## src/ggr_pkg.sv

```systemverilog
// Functional notes
// - Charge and results held as 16-bit byte pairs
// - Limits checked, flagged, alert pin pulled low
// - Charge high limit at 04h/05h, resets FFh
// - Charge low limit at 06h/07h, resets 00h
// - Voltage result 08h-09h, voltage limits 0Ah-0Dh
// - Current result 0Eh-0Fh, current limits 10h-13h
// - Status bit7 reserved, bit0 resets to one
// - Undervoltage sets bit0, halts integration, keeps count
// - Count wrap sets bit5, integration continues
// - Each count step checks charge limits, bits 3/2
// - Each conversion checks limits, bits 1/6/4
// - Status read clears all bits, events in the same cycle win
// - Control register at 01h, resets 3Ch
// - Control bits 7:6 select converter mode
// - Control bits 5:3 select prescale factor
// - Prescaler wrap steps count up or down
// - Scan mode converts all three every 10 s
// - Control bits 2:1 select pin function
// - Charge-complete low loads count FFFFh
package ggr_pkg;

  // ----------------------------------------------------------------
  // Register map
  // ----------------------------------------------------------------
  localparam logic [7:0] ADDR_STATUS     = 8'h00;
  localparam logic [7:0] ADDR_CONTROL    = 8'h01;
  localparam logic [7:0] ADDR_ACR_HI     = 8'h02;
  localparam logic [7:0] ADDR_ACR_LO     = 8'h03;
  localparam logic [7:0] ADDR_CHG_HI_HI  = 8'h04;
  localparam logic [7:0] ADDR_CHG_HI_LO  = 8'h05;
  localparam logic [7:0] ADDR_CHG_LO_HI  = 8'h06;
  localparam logic [7:0] ADDR_CHG_LO_LO  = 8'h07;
  localparam logic [7:0] ADDR_VOLT_HI    = 8'h08;
  localparam logic [7:0] ADDR_VOLT_LO    = 8'h09;
  localparam logic [7:0] ADDR_VUP_HI     = 8'h0A;
  localparam logic [7:0] ADDR_VUP_LO     = 8'h0B;
  localparam logic [7:0] ADDR_VDN_HI     = 8'h0C;
  localparam logic [7:0] ADDR_VDN_LO     = 8'h0D;
  localparam logic [7:0] ADDR_AMP_HI     = 8'h0E;
  localparam logic [7:0] ADDR_AMP_LO     = 8'h0F;
  localparam logic [7:0] ADDR_AUP_HI     = 8'h10;
  localparam logic [7:0] ADDR_AUP_LO     = 8'h11;
  localparam logic [7:0] ADDR_ADN_HI     = 8'h12;
  localparam logic [7:0] ADDR_ADN_LO     = 8'h13;
  localparam logic [7:0] ADDR_THERM_HI   = 8'h14;
  localparam logic [7:0] ADDR_THERM_LO   = 8'h15;
  localparam logic [7:0] ADDR_TUP        = 8'h16;
  localparam logic [7:0] ADDR_TDN        = 8'h17;

  // ----------------------------------------------------------------
  // Reset values
  // ----------------------------------------------------------------
  localparam logic [7:0]  RST_STATUS  = 8'h01;
  localparam logic [7:0]  RST_CONTROL = 8'h3C;
  localparam logic [15:0] RST_ACR     = 16'h7FFF;
  localparam logic [15:0] RST_UPPER   = 16'hFFFF;
  localparam logic [15:0] RST_LOWER   = 16'h0000;
  localparam logic [15:0] RST_RESULT  = 16'h0000;
  localparam logic [7:0]  RST_T_UPPER = 8'hFF;
  localparam logic [7:0]  RST_T_LOWER = 8'h00;
  localparam logic [15:0] CC_LOAD     = 16'hFFFF;

  // ----------------------------------------------------------------
  // Status bits
  // ----------------------------------------------------------------
  localparam int ST_RSVD   = 7;
  localparam int ST_AMPS   = 6;
  localparam int ST_WRAP   = 5;
  localparam int ST_THERM  = 4;
  localparam int ST_CHG_HI = 3;
  localparam int ST_CHG_LO = 2;
  localparam int ST_VOLTS  = 1;
  localparam int ST_UNDERVOLTAGE_LOCKOUT_FLAG   = 0;
  localparam logic [7:0] ALERT_MASK = 8'h5E;

  // ----------------------------------------------------------------
  // Control fields
  // ----------------------------------------------------------------
  localparam int CTL_MODE_MSB = 7;
  localparam int CTL_MODE_LSB = 6;
  localparam int CTL_PRE_MSB  = 5;
  localparam int CTL_PRE_LSB  = 3;
  localparam int CTL_PIN_MSB  = 2;
  localparam int CTL_PIN_LSB  = 1;
  localparam logic [1:0] MODE_AUTO   = 2'h3;
  localparam logic [1:0] MODE_SCAN   = 2'h2;
  localparam logic [1:0] MODE_MANUAL = 2'h1;
  localparam logic [1:0] MODE_SLEEP  = 2'h0;
  localparam logic [1:0] PIN_ALERT   = 2'h2;
  localparam logic [1:0] PIN_CC      = 2'h1;

  // ----------------------------------------------------------------
  // Timing
  // ----------------------------------------------------------------
  localparam int unsigned CLK_HZ        = 100_000_000;
  localparam int unsigned SCAN_PERIOD_S = 10;
  localparam int unsigned SCAN_CYCLES   = SCAN_PERIOD_S * CLK_HZ;

  // ----------------------------------------------------------------
  // Types
  // ----------------------------------------------------------------
  localparam logic [1:0] SEL_VOLTS = 2'h0;
  localparam logic [1:0] SEL_AMPS  = 2'h1;
  localparam logic [1:0] SEL_THERM = 2'h2;

  typedef enum logic [1:0] {
    SEQ_IDLE, SEQ_VOLTS, SEQ_AMPS, SEQ_THERM
  } ggr_seq_t;

  typedef struct packed {
    logic       wr;
    logic       rd;
    logic [7:0] addr;
    logic [7:0] wdata;
  } ggr_reg_req_t;

  typedef struct packed {
    logic        done;
    logic [15:0] data;
  } ggr_conv_rsp_t;

endpackage : ggr_pkg

```

## src/ggr_limit_check.sv

```systemverilog
`timescale 1ns/100ps
module ggr_limit_check #(
  parameter int W = 16
) (
  // Value and limits
  input  wire logic [W-1:0] value,
  input  wire logic [W-1:0] upper,
  input  wire logic [W-1:0] lower,
  // Violations
  output logic              over,
  output logic              under
);
  assign over  = value > upper;
  assign under = value < lower;
endmodule : ggr_limit_check

```

## src/ggr_gauge_regs.sv

```systemverilog
`timescale 1ns/100ps
module ggr_gauge_regs #(
  parameter int unsigned SCAN_CYCLES = ggr_pkg::SCAN_CYCLES
) (
  // Clock and reset
  input  wire logic                  mclk,
  input  wire logic                  resetn,
  // Register port from serial front end
  input  ggr_pkg::ggr_reg_req_t      regReq,
  output logic [7:0]                 regRdData,
  // Integrator and supply monitor, asynchronous
  input  wire logic                  intUp,
  input  wire logic                  intDown,
  input  wire logic                  uvDetect,
  // Converter
  output logic                       convReq,
  output logic [1:0]                 convSel,
  input  ggr_pkg::ggr_conv_rsp_t     convRsp,
  // Dual-function pin
  input  wire logic                  pinIn,
  output logic                       pinOut,
  output logic                       pinOe
);
  import ggr_pkg::*;

  // ----------------------------------------------------------------
  // State
  // ----------------------------------------------------------------
  typedef struct packed {
    logic [7:0]  status;
    logic [7:0]  control;
    logic [15:0] accumulated_charge_count;
    logic [15:0] chgUp;
    logic [15:0] chgDn;
    logic [15:0] voltRes;
    logic [15:0] voltUp;
    logic [15:0] voltDn;
    logic [15:0] ampRes;
    logic [15:0] ampUp;
    logic [15:0] ampDn;
    logic [15:0] thermRes;
    logic [7:0]  thermUp;
    logic [7:0]  thermDn;
    logic [11:0] pre;
    ggr_seq_t    seq;
    logic [31:0] scanCnt;
    logic        scanDue;
    logic        manualGo;
    logic [3:0]  chk;
    logic [7:0]  rdData;
    logic [1:0]  upSync;
    logic [1:0]  dnSync;
    logic [1:0]  uvSync;
    logic [1:0]  pinSync;
    logic        upPrev;
    logic        dnPrev;
    logic        convReq;
    logic [1:0]  convSel;
    logic        pinDrive;
  } ggr_state_t;

  localparam ggr_state_t RST_STATE = '{
    status:   RST_STATUS,
    control:  RST_CONTROL,
    accumulated_charge_count:      RST_ACR,
    chgUp:    RST_UPPER,
    chgDn:    RST_LOWER,
    voltRes:  RST_RESULT,
    voltUp:   RST_UPPER,
    voltDn:   RST_LOWER,
    ampRes:   RST_RESULT,
    ampUp:    RST_UPPER,
    ampDn:    RST_LOWER,
    thermRes: RST_RESULT,
    thermUp:  RST_T_UPPER,
    thermDn:  RST_T_LOWER,
    seq:      SEQ_IDLE,
    pinSync:  2'b11,
    default:  '0
  };

  localparam logic [31:0] SCAN_LAST = 32'(SCAN_CYCLES - 1);
  localparam int CHK_CHG   = 0;
  localparam int CHK_VOLTS = 1;
  localparam int CHK_AMPS  = 2;
  localparam int CHK_THERM = 3;

  ggr_state_t s_ff;
  ggr_state_t nxt_s;

  // ----------------------------------------------------------------
  // Limit comparators
  // ----------------------------------------------------------------
  logic chgOver;
  logic chgUnder;
  logic voltOver;
  logic voltUnder;
  logic ampOver;
  logic ampUnder;
  logic thermOver;
  logic thermUnder;

  ggr_limit_check #(.W(16)) u_chg (
    .value (s_ff.accumulated_charge_count),
    .upper (s_ff.chgUp),
    .lower (s_ff.chgDn),
    .over  (chgOver),
    .under (chgUnder)
  );
  ggr_limit_check #(.W(16)) u_volt (
    .value (s_ff.voltRes),
    .upper (s_ff.voltUp),
    .lower (s_ff.voltDn),
    .over  (voltOver),
    .under (voltUnder)
  );
  ggr_limit_check #(.W(16)) u_amp (
    .value (s_ff.ampRes),
    .upper (s_ff.ampUp),
    .lower (s_ff.ampDn),
    .over  (ampOver),
    .under (ampUnder)
  );
  ggr_limit_check #(.W(8)) u_therm (
    .value (s_ff.thermRes[15:8]),
    .upper (s_ff.thermUp),
    .lower (s_ff.thermDn),
    .over  (thermOver),
    .under (thermUnder)
  );

  // ----------------------------------------------------------------
  // Next state
  // ----------------------------------------------------------------
  always_comb begin
    logic [7:0]  sets;
    logic [7:0]  rdv;
    logic [11:0] preLimit;
    logic [1:0]  mode;
    logic        upEv;
    logic        dnEv;
    logic        stepUp;
    logic        stepDn;
    logic        start;
    sets     = '0;
    rdv      = '0;
    preLimit = '0;
    mode     = s_ff.control[CTL_MODE_MSB:CTL_MODE_LSB];
    upEv     = 1'b0;
    dnEv     = 1'b0;
    stepUp   = 1'b0;
    stepDn   = 1'b0;
    start    = 1'b0;
    nxt_s    = s_ff;

    // Input synchronisers and edge detect
    nxt_s.upSync  = {s_ff.upSync[0], intUp};
    nxt_s.dnSync  = {s_ff.dnSync[0], intDown};
    nxt_s.uvSync  = {s_ff.uvSync[0], uvDetect};
    nxt_s.pinSync = {s_ff.pinSync[0], pinIn};
    nxt_s.upPrev  = s_ff.upSync[1];
    nxt_s.dnPrev  = s_ff.dnSync[1];
    upEv = s_ff.upSync[1] & ~s_ff.upPrev & ~s_ff.uvSync[1];
    dnEv = s_ff.dnSync[1] & ~s_ff.dnPrev & ~s_ff.uvSync[1];

    // Prescale limit from factor code
    case (s_ff.control[CTL_PRE_MSB:CTL_PRE_LSB])
      3'h0:    preLimit = 12'h000;
      3'h1:    preLimit = 12'h003;
      3'h2:    preLimit = 12'h00F;
      3'h3:    preLimit = 12'h03F;
      3'h4:    preLimit = 12'h0FF;
      3'h5:    preLimit = 12'h3FF;
      default: preLimit = 12'hFFF;
    endcase

    // Prescaler and charge count
    if (upEv && !dnEv) begin
      if (s_ff.pre >= preLimit) begin
        nxt_s.pre = '0;
        stepUp    = 1'b1;
      end else begin
        nxt_s.pre = s_ff.pre + 12'h001;
      end
    end else if (dnEv && !upEv) begin
      if (s_ff.pre == 12'h000 || s_ff.pre > preLimit) begin
        nxt_s.pre = preLimit;
        stepDn    = 1'b1;
      end else begin
        nxt_s.pre = s_ff.pre - 12'h001;
      end
    end
    if (stepUp) begin
      nxt_s.accumulated_charge_count = s_ff.accumulated_charge_count + 16'h0001;
      if (s_ff.accumulated_charge_count == 16'hFFFF) sets[ST_WRAP] = 1'b1;
    end
    if (stepDn) begin
      nxt_s.accumulated_charge_count = s_ff.accumulated_charge_count - 16'h0001;
      if (s_ff.accumulated_charge_count == 16'h0000) sets[ST_WRAP] = 1'b1;
    end
    if (s_ff.control[CTL_PIN_MSB:CTL_PIN_LSB] == PIN_CC &&
        !s_ff.pinSync[1]) begin
      nxt_s.accumulated_charge_count = CC_LOAD;
    end

    // Limit checks one cycle after each update
    nxt_s.chk = '0;
    nxt_s.chk[CHK_CHG] = upEv ^ dnEv;
    if (s_ff.chk[CHK_CHG]) begin
      sets[ST_CHG_HI] = chgOver;
      sets[ST_CHG_LO] = chgUnder;
    end
    if (s_ff.chk[CHK_VOLTS]) sets[ST_VOLTS] = voltOver | voltUnder;
    if (s_ff.chk[CHK_AMPS])  sets[ST_AMPS]  = ampOver | ampUnder;
    if (s_ff.chk[CHK_THERM]) sets[ST_THERM] = thermOver | thermUnder;
    if (s_ff.uvSync[1]) sets[ST_UNDERVOLTAGE_LOCKOUT_FLAG] = 1'b1;

    // Conversion sequencer
    case (s_ff.seq)
      SEQ_IDLE: begin
        start = (mode == MODE_AUTO) ||
                (mode == MODE_SCAN && s_ff.scanDue) ||
                (mode == MODE_MANUAL && s_ff.manualGo);
        if (start) begin
          nxt_s.seq      = SEQ_VOLTS;
          nxt_s.scanDue  = 1'b0;
          nxt_s.manualGo = 1'b0;
        end
      end
      SEQ_VOLTS: begin
        if (convRsp.done) begin
          nxt_s.voltRes        = convRsp.data;
          nxt_s.chk[CHK_VOLTS] = 1'b1;
          nxt_s.seq            = SEQ_AMPS;
        end
      end
      SEQ_AMPS: begin
        if (convRsp.done) begin
          nxt_s.ampRes        = convRsp.data;
          nxt_s.chk[CHK_AMPS] = 1'b1;
          nxt_s.seq           = SEQ_THERM;
        end
      end
      SEQ_THERM: begin
        if (convRsp.done) begin
          nxt_s.thermRes       = convRsp.data;
          nxt_s.chk[CHK_THERM] = 1'b1;
          nxt_s.seq            = SEQ_IDLE;
        end
      end
      default: nxt_s.seq = SEQ_IDLE;
    endcase
    if (mode == MODE_SLEEP) begin
      nxt_s.seq = SEQ_IDLE;
    end

    // Scan period timer
    if (mode == MODE_SCAN) begin
      if (s_ff.scanCnt >= SCAN_LAST) begin
        nxt_s.scanCnt = '0;
        nxt_s.scanDue = 1'b1;
      end else begin
        nxt_s.scanCnt = s_ff.scanCnt + 32'h0000_0001;
      end
    end else begin
      nxt_s.scanCnt = '0;
      nxt_s.scanDue = 1'b0;
    end

    // Host writes
    if (regReq.wr) begin
      case (regReq.addr)
        ADDR_CONTROL: begin
          nxt_s.control = regReq.wdata;
          if (regReq.wdata[CTL_MODE_MSB:CTL_MODE_LSB] == MODE_MANUAL)
            nxt_s.manualGo = 1'b1;
        end
        ADDR_ACR_HI:    nxt_s.accumulated_charge_count[15:8]     = regReq.wdata;
        ADDR_ACR_LO:    nxt_s.accumulated_charge_count[7:0]      = regReq.wdata;
        ADDR_CHG_HI_HI: nxt_s.chgUp[15:8]   = regReq.wdata;
        ADDR_CHG_HI_LO: nxt_s.chgUp[7:0]    = regReq.wdata;
        ADDR_CHG_LO_HI: nxt_s.chgDn[15:8]   = regReq.wdata;
        ADDR_CHG_LO_LO: nxt_s.chgDn[7:0]    = regReq.wdata;
        ADDR_VUP_HI:    nxt_s.voltUp[15:8]  = regReq.wdata;
        ADDR_VUP_LO:    nxt_s.voltUp[7:0]   = regReq.wdata;
        ADDR_VDN_HI:    nxt_s.voltDn[15:8]  = regReq.wdata;
        ADDR_VDN_LO:    nxt_s.voltDn[7:0]   = regReq.wdata;
        ADDR_AUP_HI:    nxt_s.ampUp[15:8]   = regReq.wdata;
        ADDR_AUP_LO:    nxt_s.ampUp[7:0]    = regReq.wdata;
        ADDR_ADN_HI:    nxt_s.ampDn[15:8]   = regReq.wdata;
        ADDR_ADN_LO:    nxt_s.ampDn[7:0]    = regReq.wdata;
        ADDR_TUP:       nxt_s.thermUp       = regReq.wdata;
        ADDR_TDN:       nxt_s.thermDn       = regReq.wdata;
        default: ;
      endcase
    end

    // Host reads
    case (regReq.addr)
      ADDR_STATUS:    rdv = s_ff.status;
      ADDR_CONTROL:   rdv = s_ff.control;
      ADDR_ACR_HI:    rdv = s_ff.accumulated_charge_count[15:8];
      ADDR_ACR_LO:    rdv = s_ff.accumulated_charge_count[7:0];
      ADDR_CHG_HI_HI: rdv = s_ff.chgUp[15:8];
      ADDR_CHG_HI_LO: rdv = s_ff.chgUp[7:0];
      ADDR_CHG_LO_HI: rdv = s_ff.chgDn[15:8];
      ADDR_CHG_LO_LO: rdv = s_ff.chgDn[7:0];
      ADDR_VOLT_HI:   rdv = s_ff.voltRes[15:8];
      ADDR_VOLT_LO:   rdv = s_ff.voltRes[7:0];
      ADDR_VUP_HI:    rdv = s_ff.voltUp[15:8];
      ADDR_VUP_LO:    rdv = s_ff.voltUp[7:0];
      ADDR_VDN_HI:    rdv = s_ff.voltDn[15:8];
      ADDR_VDN_LO:    rdv = s_ff.voltDn[7:0];
      ADDR_AMP_HI:    rdv = s_ff.ampRes[15:8];
      ADDR_AMP_LO:    rdv = s_ff.ampRes[7:0];
      ADDR_AUP_HI:    rdv = s_ff.ampUp[15:8];
      ADDR_AUP_LO:    rdv = s_ff.ampUp[7:0];
      ADDR_ADN_HI:    rdv = s_ff.ampDn[15:8];
      ADDR_ADN_LO:    rdv = s_ff.ampDn[7:0];
      ADDR_THERM_HI:  rdv = s_ff.thermRes[15:8];
      ADDR_THERM_LO:  rdv = s_ff.thermRes[7:0];
      ADDR_TUP:       rdv = s_ff.thermUp;
      ADDR_TDN:       rdv = s_ff.thermDn;
      default:        rdv = 8'h00;
    endcase
    if (regReq.rd) nxt_s.rdData = rdv;

    // Status: read clears, new events win
    if (regReq.rd && regReq.addr == ADDR_STATUS) begin
      nxt_s.status = sets;
    end else begin
      nxt_s.status = s_ff.status | sets;
    end
    nxt_s.status[ST_RSVD] = 1'b0;

    // Outputs
    nxt_s.convReq = (nxt_s.seq != SEQ_IDLE);
    case (nxt_s.seq)
      SEQ_AMPS:  nxt_s.convSel = SEL_AMPS;
      SEQ_THERM: nxt_s.convSel = SEL_THERM;
      default:   nxt_s.convSel = SEL_VOLTS;
    endcase
    nxt_s.pinDrive =
      (nxt_s.control[CTL_PIN_MSB:CTL_PIN_LSB] == PIN_ALERT) &&
      ((nxt_s.status & ALERT_MASK) != 8'h00);
  end

  // ----------------------------------------------------------------
  // State register
  // ----------------------------------------------------------------
  always_ff @(posedge mclk or negedge resetn) begin
    if (!resetn) begin
      s_ff <= RST_STATE;
    end else begin
      s_ff <= nxt_s;
    end
  end

  assign regRdData = s_ff.rdData;
  assign convReq   = s_ff.convReq;
  assign convSel   = s_ff.convSel;
  assign pinOut    = 1'b0;
  assign pinOe     = s_ff.pinDrive;

endmodule : ggr_gauge_regs

```

## config.mk

```make
export PLATFORM = sky130hd
export DESIGN_NAME = ggr_gauge_regs
export DESIGN_NICKNAME = d
export VERILOG_FILES = /design/src/ggr_pkg.sv /design/src/ggr_limit_check.sv /design/src/ggr_gauge_regs.sv
export SDC_FILE = /design/constraint.sdc
export NUM_CORES = 1
export LEC_CHECK = 0
export BUFFER_PORTS_ARGS = -buffer_cell sky130_fd_sc_hd__buf_2
export CORE_MARGIN = 2
export CORE_UTILIZATION = 59
export DETAILED_ROUTE_END_ITERATION = 10
export GPL_TIMING_DRIVEN = 0
export PLACE_DENSITY = 0.75
export SLEW_MARGIN = 20
export SYNTH_ARGS = -nofsm -noshare
export SYNTH_HDL_FRONTEND = slang
export SYNTH_SLANG_ARGS = --single-unit
```

## constraint.sdc

```tcl
create_clock -name mclk -period 9.35 [get_ports mclk]
set_input_delay 0.935 -clock mclk [delete_from_list [all_inputs] [get_ports mclk]]
set_output_delay 0.935 -clock mclk [all_outputs]
set_load 0.005 [all_outputs]
```

==> results.yml, run 1 <==
cts:
  cts_buffers: 30
  clock_path_buffers: 3
  clk_latency_ps: 570
  cts_tree: "built"
  ctsResizeCount: 0
  cts_root_buffer: "clkbuf_16"
  hold_buffers: 0
  post-cts-setup-buffer-count: 0
  htree_num_levels: 1
  clkTransAtPathRegs_ps: 60
  cts.sinks: 265
critical_path:
  reg2reg_slack_ps: 5000
  cp-start-kind: "register"
  reg2reg_depth: 12
  r2r-end: "s_ff[71]$_DFFE_PN0P_"
  end_kind: "register"
  worst-endpoint-required_ps: 9780
  path_class: "reg -> reg"
  r2r-start: "s_ff[254]$_DFFE_PN1P_"
  arrival_ps: 4780
  cp_max_fo: 10
power:
  p_leak_nw: 8.042
  vdd_drop_max_mv: 0.1551
  p_total_mw: 3.586
  power.density_nw_per_um2: 199.0
global_routing:
  grt_pass1_vias: 13230
  grt_max_degree: 101
  antenna_found_initial: 3
  grt_pass1_wl_um: 82660
  grt_overflow: 0
  grt_use_total_pct: 38.74
logic_synthesis:
  synth-xor-area-share_pct: 1.837
  netlist_instances: 1637
  synth_edf_count: 0
  synth_top_family_by_area: "simple AND/OR/NAND/NOR gates"
  ys_seq_elements: 265
  synth.distinct_cells: 90
  synth_ff_type: "dfrtp_1"
  ys.warnings.count: 0
  synthAdderAreaFrac_pct: 10.19
  synth_compound_area_share_pct: 14.09
  async_flop_share_pct: 100.0
  avgSynthCellArea_um2: 9.902
  syn-cell-area_um2: 16210
  muxShareOfSynthArea_pct: 11.49
  yosys.area_share.simple_pct: 15.84
  seq_area_frac_synth_pct: 41.51
sta:
  skew_ps: 21.40
  setup_viol: 0
  hold_violations: 0
  timing.final.crit_share_pct: 46.52
  rsz0062_at_grt: "false"
  relSlewSlack_pct: 18.83
  worst_pin_slew_ps: 1187
  drv_slew: 0
  fmax_ghz: 0.2299
  setup_tns_ps: 0
  period_needed_ps: 4350
placement:
  gp_congestion: 1.044
  dp_hpwl_um: 40690
  io_buffers: 47
die:
  die_y_um: 169.8
  start_util_pct: 60.14
  die_w_um: 169.8
  dieArea_um2: 28820
  core_area_um2: 26950
  io_pins: 54
  row_count: 60
status:
  status: "finished, final reports clean"
finish:
  diodes: 0
  multi_input_area_um2: 8673
  fin_util_pct: 66.88
  fillers: 2126
  layout_commonest_cell: "nand2_1"
  drive_above_1_share_pct: 21.11
  most-common-layout-cells: "201 x nand2_1, 187 x dfrtp_1, 140 x mux2_2"
  areaGrowthSynthToFinish_pct: 11.20
  nets: 1893
  regArea_um2: 6729
routing:
  via_per_inst: 6.624
  drc: 0
  avgRoutedWirePerCell_um: 26.41
  first_iter_violations: 1715
  finalWirelength_um: 55040
  vias: 13810
  antenna_left: 0
  drt_pre_antenna_iters: 6
hold_path:
  min_path_type: "in -> async"
flow_run:
  max_cap_violations: 0
area by class of cell:
cell class,instances,share of cell area [%]
flip-flops and latches,265,37.33
inverters,133,2.770
clock inverters,14,1.145
repair buffers,49,1.666
plain buffers,67,1.749
well taps,341,2.367
clock buffers,41,4.852
multi-input cells,1174,48.12
worst max-delay path, stage by stage, from the launching register on:
cell      delay, ps
dfstp_2         600
inv_1           110
ha_1            220
a311oi_1        660
ha_1            380
a21oi_1         120
o21ai_0          90
a21oi_1         610
a21o_1          280
and2_1          180
clkbuf_1        450
nand2_1         100
a221o_1         410
power by group:
group	total [mW]	internal (mW)	switching (mW)
clock network	1.29	0.790	0.497
logic	0.865	0.338	0.527
registers	1.43	1.27	0.162
through the flow:
stage	instance area, um2	hold slack (ps)	setup WS (ps)	instances
floorplan	16220	331.2	6106	1639
global placement	16880	336.9	2577	2027
detailed placement	16940	340.4	5087	2029
CTS	18020	351.0	5076	2084
global route	18020	358.0	4806	2084
finish	18020	342.2	5000	2084
logic make-up after synthesis:
family / count (synthesis)
AOI/OAI and AO/OA: 318
xor gates and xnor gates: 34
adders and majority gates: 132
buffers and inverters: 200
DFF: 265
muxes: 166
other: 1
and+or+nand+nor: 521
how the worst max path moves through the flow:
stage / from / to
6_report: s_ff[254]$_DFFE_PN1P_ / s_ff[71]$_DFFE_PN0P_
5_1_grt: s_ff[254]$_DFFE_PN1P_ / s_ff[71]$_DFFE_PN0P_
4_1_cts: s_ff[254]$_DFFE_PN1P_ / s_ff[71]$_DFFE_PN0P_
3_5_place_dp: s_ff[254]$_DFFE_PN1P_ / s_ff[71]$_DFFE_PN0P_
3_3_place_gp: resetn / s_ff[45]$_DFF_PN0_
2_1_floorplan: s_ff[254]$_DFFE_PN1P_ / s_ff[71]$_DFFE_PN0P_
per-layer routing:
metal	share of wire, %	global-route usage (%)
met1	43	55.68
met5	0.029	0
met3	11	9.701
met4	4.1	14.12
met2	42	56.86
Yosys cell counts (all sizes together), types with 10 or more instances:
library cell	n	area, um2
nand2	202	760.7
dfrtp	187	4679
mux2	140	1577
ha	132	1652
inv	131	491.7
nor2	111	421.7
dfstp	78	2049
a21oi	60	304.0
o21ai	48	240.2
clkbuf	43	161.4
nand3	39	195.2
nand4	34	212.7
nor3	27	151.4
a22oi	26	195.2
buf	24	153.9
mux2i	24	240.2
a21o	20	150.1
and3	20	126.4
xor2	19	166.4
o22ai	15	93.84
xnor2	15	131.4
a221oi	14	122.6
nand2b	12	75.07
nor2b	12	75.07
a211oi	11	87.58
a222oi	11	110.1
a2111oi	10	95.09
and4	10	87.58
nor4	10	107.6
sequential cells by signal, indices dropped and copies added, names as in the netlist:
signal	flops
convReq	1
convSel	2
nxt_s	6
pinOe	1
regRdData	8
s_ff	247
No activity file was read; power rests on OpenSTA's default activity.
==> run 2: changes to the inputs <==
ABC_AREA = 1   (was unset)
clock period = 4.26 ns   (was 9.35 ns; I/O delays follow)
==> run 2 against run 1 <==
Global-route usage decreased by 3.9 points. Clock power increased by 120%. Non-clock buffer count increased by 11. Critical path type unchanged. Area after synthesis increased by 2.6%. Highest routed layer is now met4. Hold slack got worse by 250 ps.
==> results.yml, run 2 <==
global_routing:
  gr-usage-met2_pct: 57.20
  grt_use_total_pct: 34.85
  grt_max_degree: 102
  grt_pass1_vias: 15040
  grt_pass1_wl_um: 79700
  gr-max-usage-layer: "met2"
  met3_usage_pct: 4.761
  met1_usage_pct: 46.36
  grt_overflow: 0
  antenna_found_initial: 0
finish:
  most-common-layout-cells: "536 x nand2_1, 289 x inv_1, 220 x o21ai_0"
  nets: 2454
  regArea_um2: 6729
  largest_register_ffs: 247
  multi_input_area_um2: 8442
  layout_commonest_cell: "nand2_1"
  drive_above_1_share_pct: 11.58
  fin_util_pct: 66.82
  top_register: "s_ff"
  areaGrowthSynthToFinish_pct: 11.60
  fillers: 2494
  fin_cells: 2684
cts:
  clkTransAtPathRegs_ps: 60
  cts_tree: "built"
  cts_root_buffer: "clkbuf_16"
  ctsResizeCount: 0
  post-cts-setup-buffer-count: 0
  cts_buffers: 30
  htree_num_levels: 1
  cts.sinks: 265
  clock_path_buffers: 3
  clk_latency_ps: 590
power:
  p_leak_nw: 8.641
  power.density_nw_per_um2: 525.8
  vdd_drop_max_mv: 0.4039
  p_total_mw: 9.760
routing:
  via_per_inst: 5.778
  avgRoutedWirePerCell_um: 18.82
  drc: 0
  drt_pre_antenna_iters: 7
  finalWirelength_um: 50520
  vias: 15510
  antenna_left: 0
  first_iter_violations: 1515
die:
  die_w_um: 171.9
  dieArea_um2: 29550
  io_pins: 54
  row_count: 61
  core_area_um2: 27780
  start_util_pct: 59.87
  die_y_um: 171.9
sta:
  drv_slew: 0
  rsz0062_at_grt: "false"
  timing.final.ws_setup_ps: 1006
  period_needed_ps: 3254
  setup_viol: 0
  relSlewSlack_pct: 37.54
  skew_ps: 36.10
  worst_pin_slew_ps: 937.0
  hold_ws_ps: 95.89
  hold_violations: 0
  fmax_ghz: 0.3073
  timing.final.crit_share_pct: 76.38
critical_path:
  cp-start-kind: "register"
  arrival_ps: 3720
  path_class: "reg -> reg"
  worst-endpoint-required_ps: 4730
  end_kind: "register"
  cp_max_fo: 10
logic_synthesis:
  netlist_instances: 2189
  synthTopCellsByArea: "dfrtp_1 28%, dfstp_2 12%, nand2_1 12%"
  synth_edf_count: 0
  syn-cell-area_um2: 16630
  avgSynthCellArea_um2: 7.599
  ys_seq_elements: 265
  ys.warnings.count: 0
  async_flop_share_pct: 100.0
  seq_area_frac_synth_pct: 40.45
  synth_common_cells: "536 x nand2_1, 289 x inv_1, 220 x o21ai_0"
  synth_area_leader_cell: "dfrtp_1"
  yosysMostFrequentCell: "nand2_1"
  synth.distinct_cells: 53
  synth_top_area_share_pct: 28.13
  synth_ff_type: "dfrtp_1"
placement:
  gp_congestion: 1.035
  place_inst: 2622
  io_buffers: 51
  dp_slack_ps: 1046
  dp_hpwl_um: 38230
status:
  status: "finished, final reports clean"
flow_run:
  max_cap_violations: 0
hold_path:
  min_path_type: "in -> reg"
-- run 2: cell count changes after synthesis, moves of 39 or more --
cell	change
inv_1	+158
mux2_2	-140
nand2_1	+335
o21ai_0	+172
a21oi_1	+39
nand3_1	+70
o22ai_1	+42
nor2_1	+85
-- run 2: worst paths after layout --
check	startpoint	endpoint	slack (ps)	cells past startpoint
worst max-delay path	s_ff[254]$_DFFE_PN1P_	s_ff[65]$_DFFE_PN0P_	1010	15
max in group asynchronous	resetn	s_ff[89]$_DFFE_PN1P_	2950	3
worst min-delay path	regReq[7]	s_ff[26]$_DFF_PN0_	100	2
min in group asynchronous	resetn	s_ff[43]$_DFF_PN0_	430	2
worst max register to register	s_ff[254]$_DFFE_PN1P_	s_ff[65]$_DFFE_PN0P_	1010	15
worst min register to register	nxt_s[11]$_DFF_PN0_	nxt_s[4]$_DFF_PN0_	350	0
-- run 2: repair_timing --
item | CTS | global route
hold endpoints to repair | 63 | 0
hold buffers | 5 | 0
endpoints found under the setup margin | 0 | 0
-- run 2: layout make-up --
| class | instances | share of cell area, % |
|---|---|---|
| repair buffers | 58 | 1.995 |
| multi-input cells | 1559 | 45.48 |
| clock inverters | 20 | 1.469 |
| inverters | 298 | 6.026 |
| flip-flops and latches | 265 | 36.25 |
| diodes | 1 | 0.01348 |
| plain buffers | 69 | 1.894 |
| clock buffers | 36 | 4.327 |
| well taps | 378 | 2.548 |
-- run 2: logic make-up (layout without fill, tap and decap cells) --
family                     after synthesis  after routing  synth area share [%]
AOI/OAI and AO/OA                      421            421                 13.64
buffers and inverters                  367            481                 8.839
xor gates and xnor gates                52             52                 2.738
other                                    1              4               0.02254
DFF                                    265            265                 40.45
adders and majority gates              132            132                 9.929
and+or+nand+nor                        951            951                 24.38
-- run 2: through the flow --
step / instance area, um2 / TNS [ps]
2_1_floorplan: 16640 / 0
3_3_place_gp: 17370 / -366460
3_5_place_dp: 17430 / 0
4_1_cts: 18560 / 0
5_1_grt: 18560 / 0
6_report: 18560 / 0
-- run 2: report_power, final --
part	total [mW]	switching (mW)	internal, mW
sequential	3.67	0.628	3.04
combinational	3.30	2.05	1.25
clock	2.80	1.13	1.66
-- run 2: worst max-delay path: stages (launching register included) --
cell	delay [ps]
dfstp_2	530
inv_1	130
ha_1	230
or2_2	310
nor2_1	170
ha_1	270
nand2_1	70
nor2_1	30
and2_1	180
nand2_1	120
nand4_2	140
nand2_2	230
nand2_1	320
a21oi_1	250
nand2_1	100
o21ai_0	90
-- run 2: routing by layer --
metal	vias to the layer above	wire length (um)
met1	7316	20900
met2	702	23420
met5	-	0
met4	0	2331
li1	7334	-
met3	156	3875
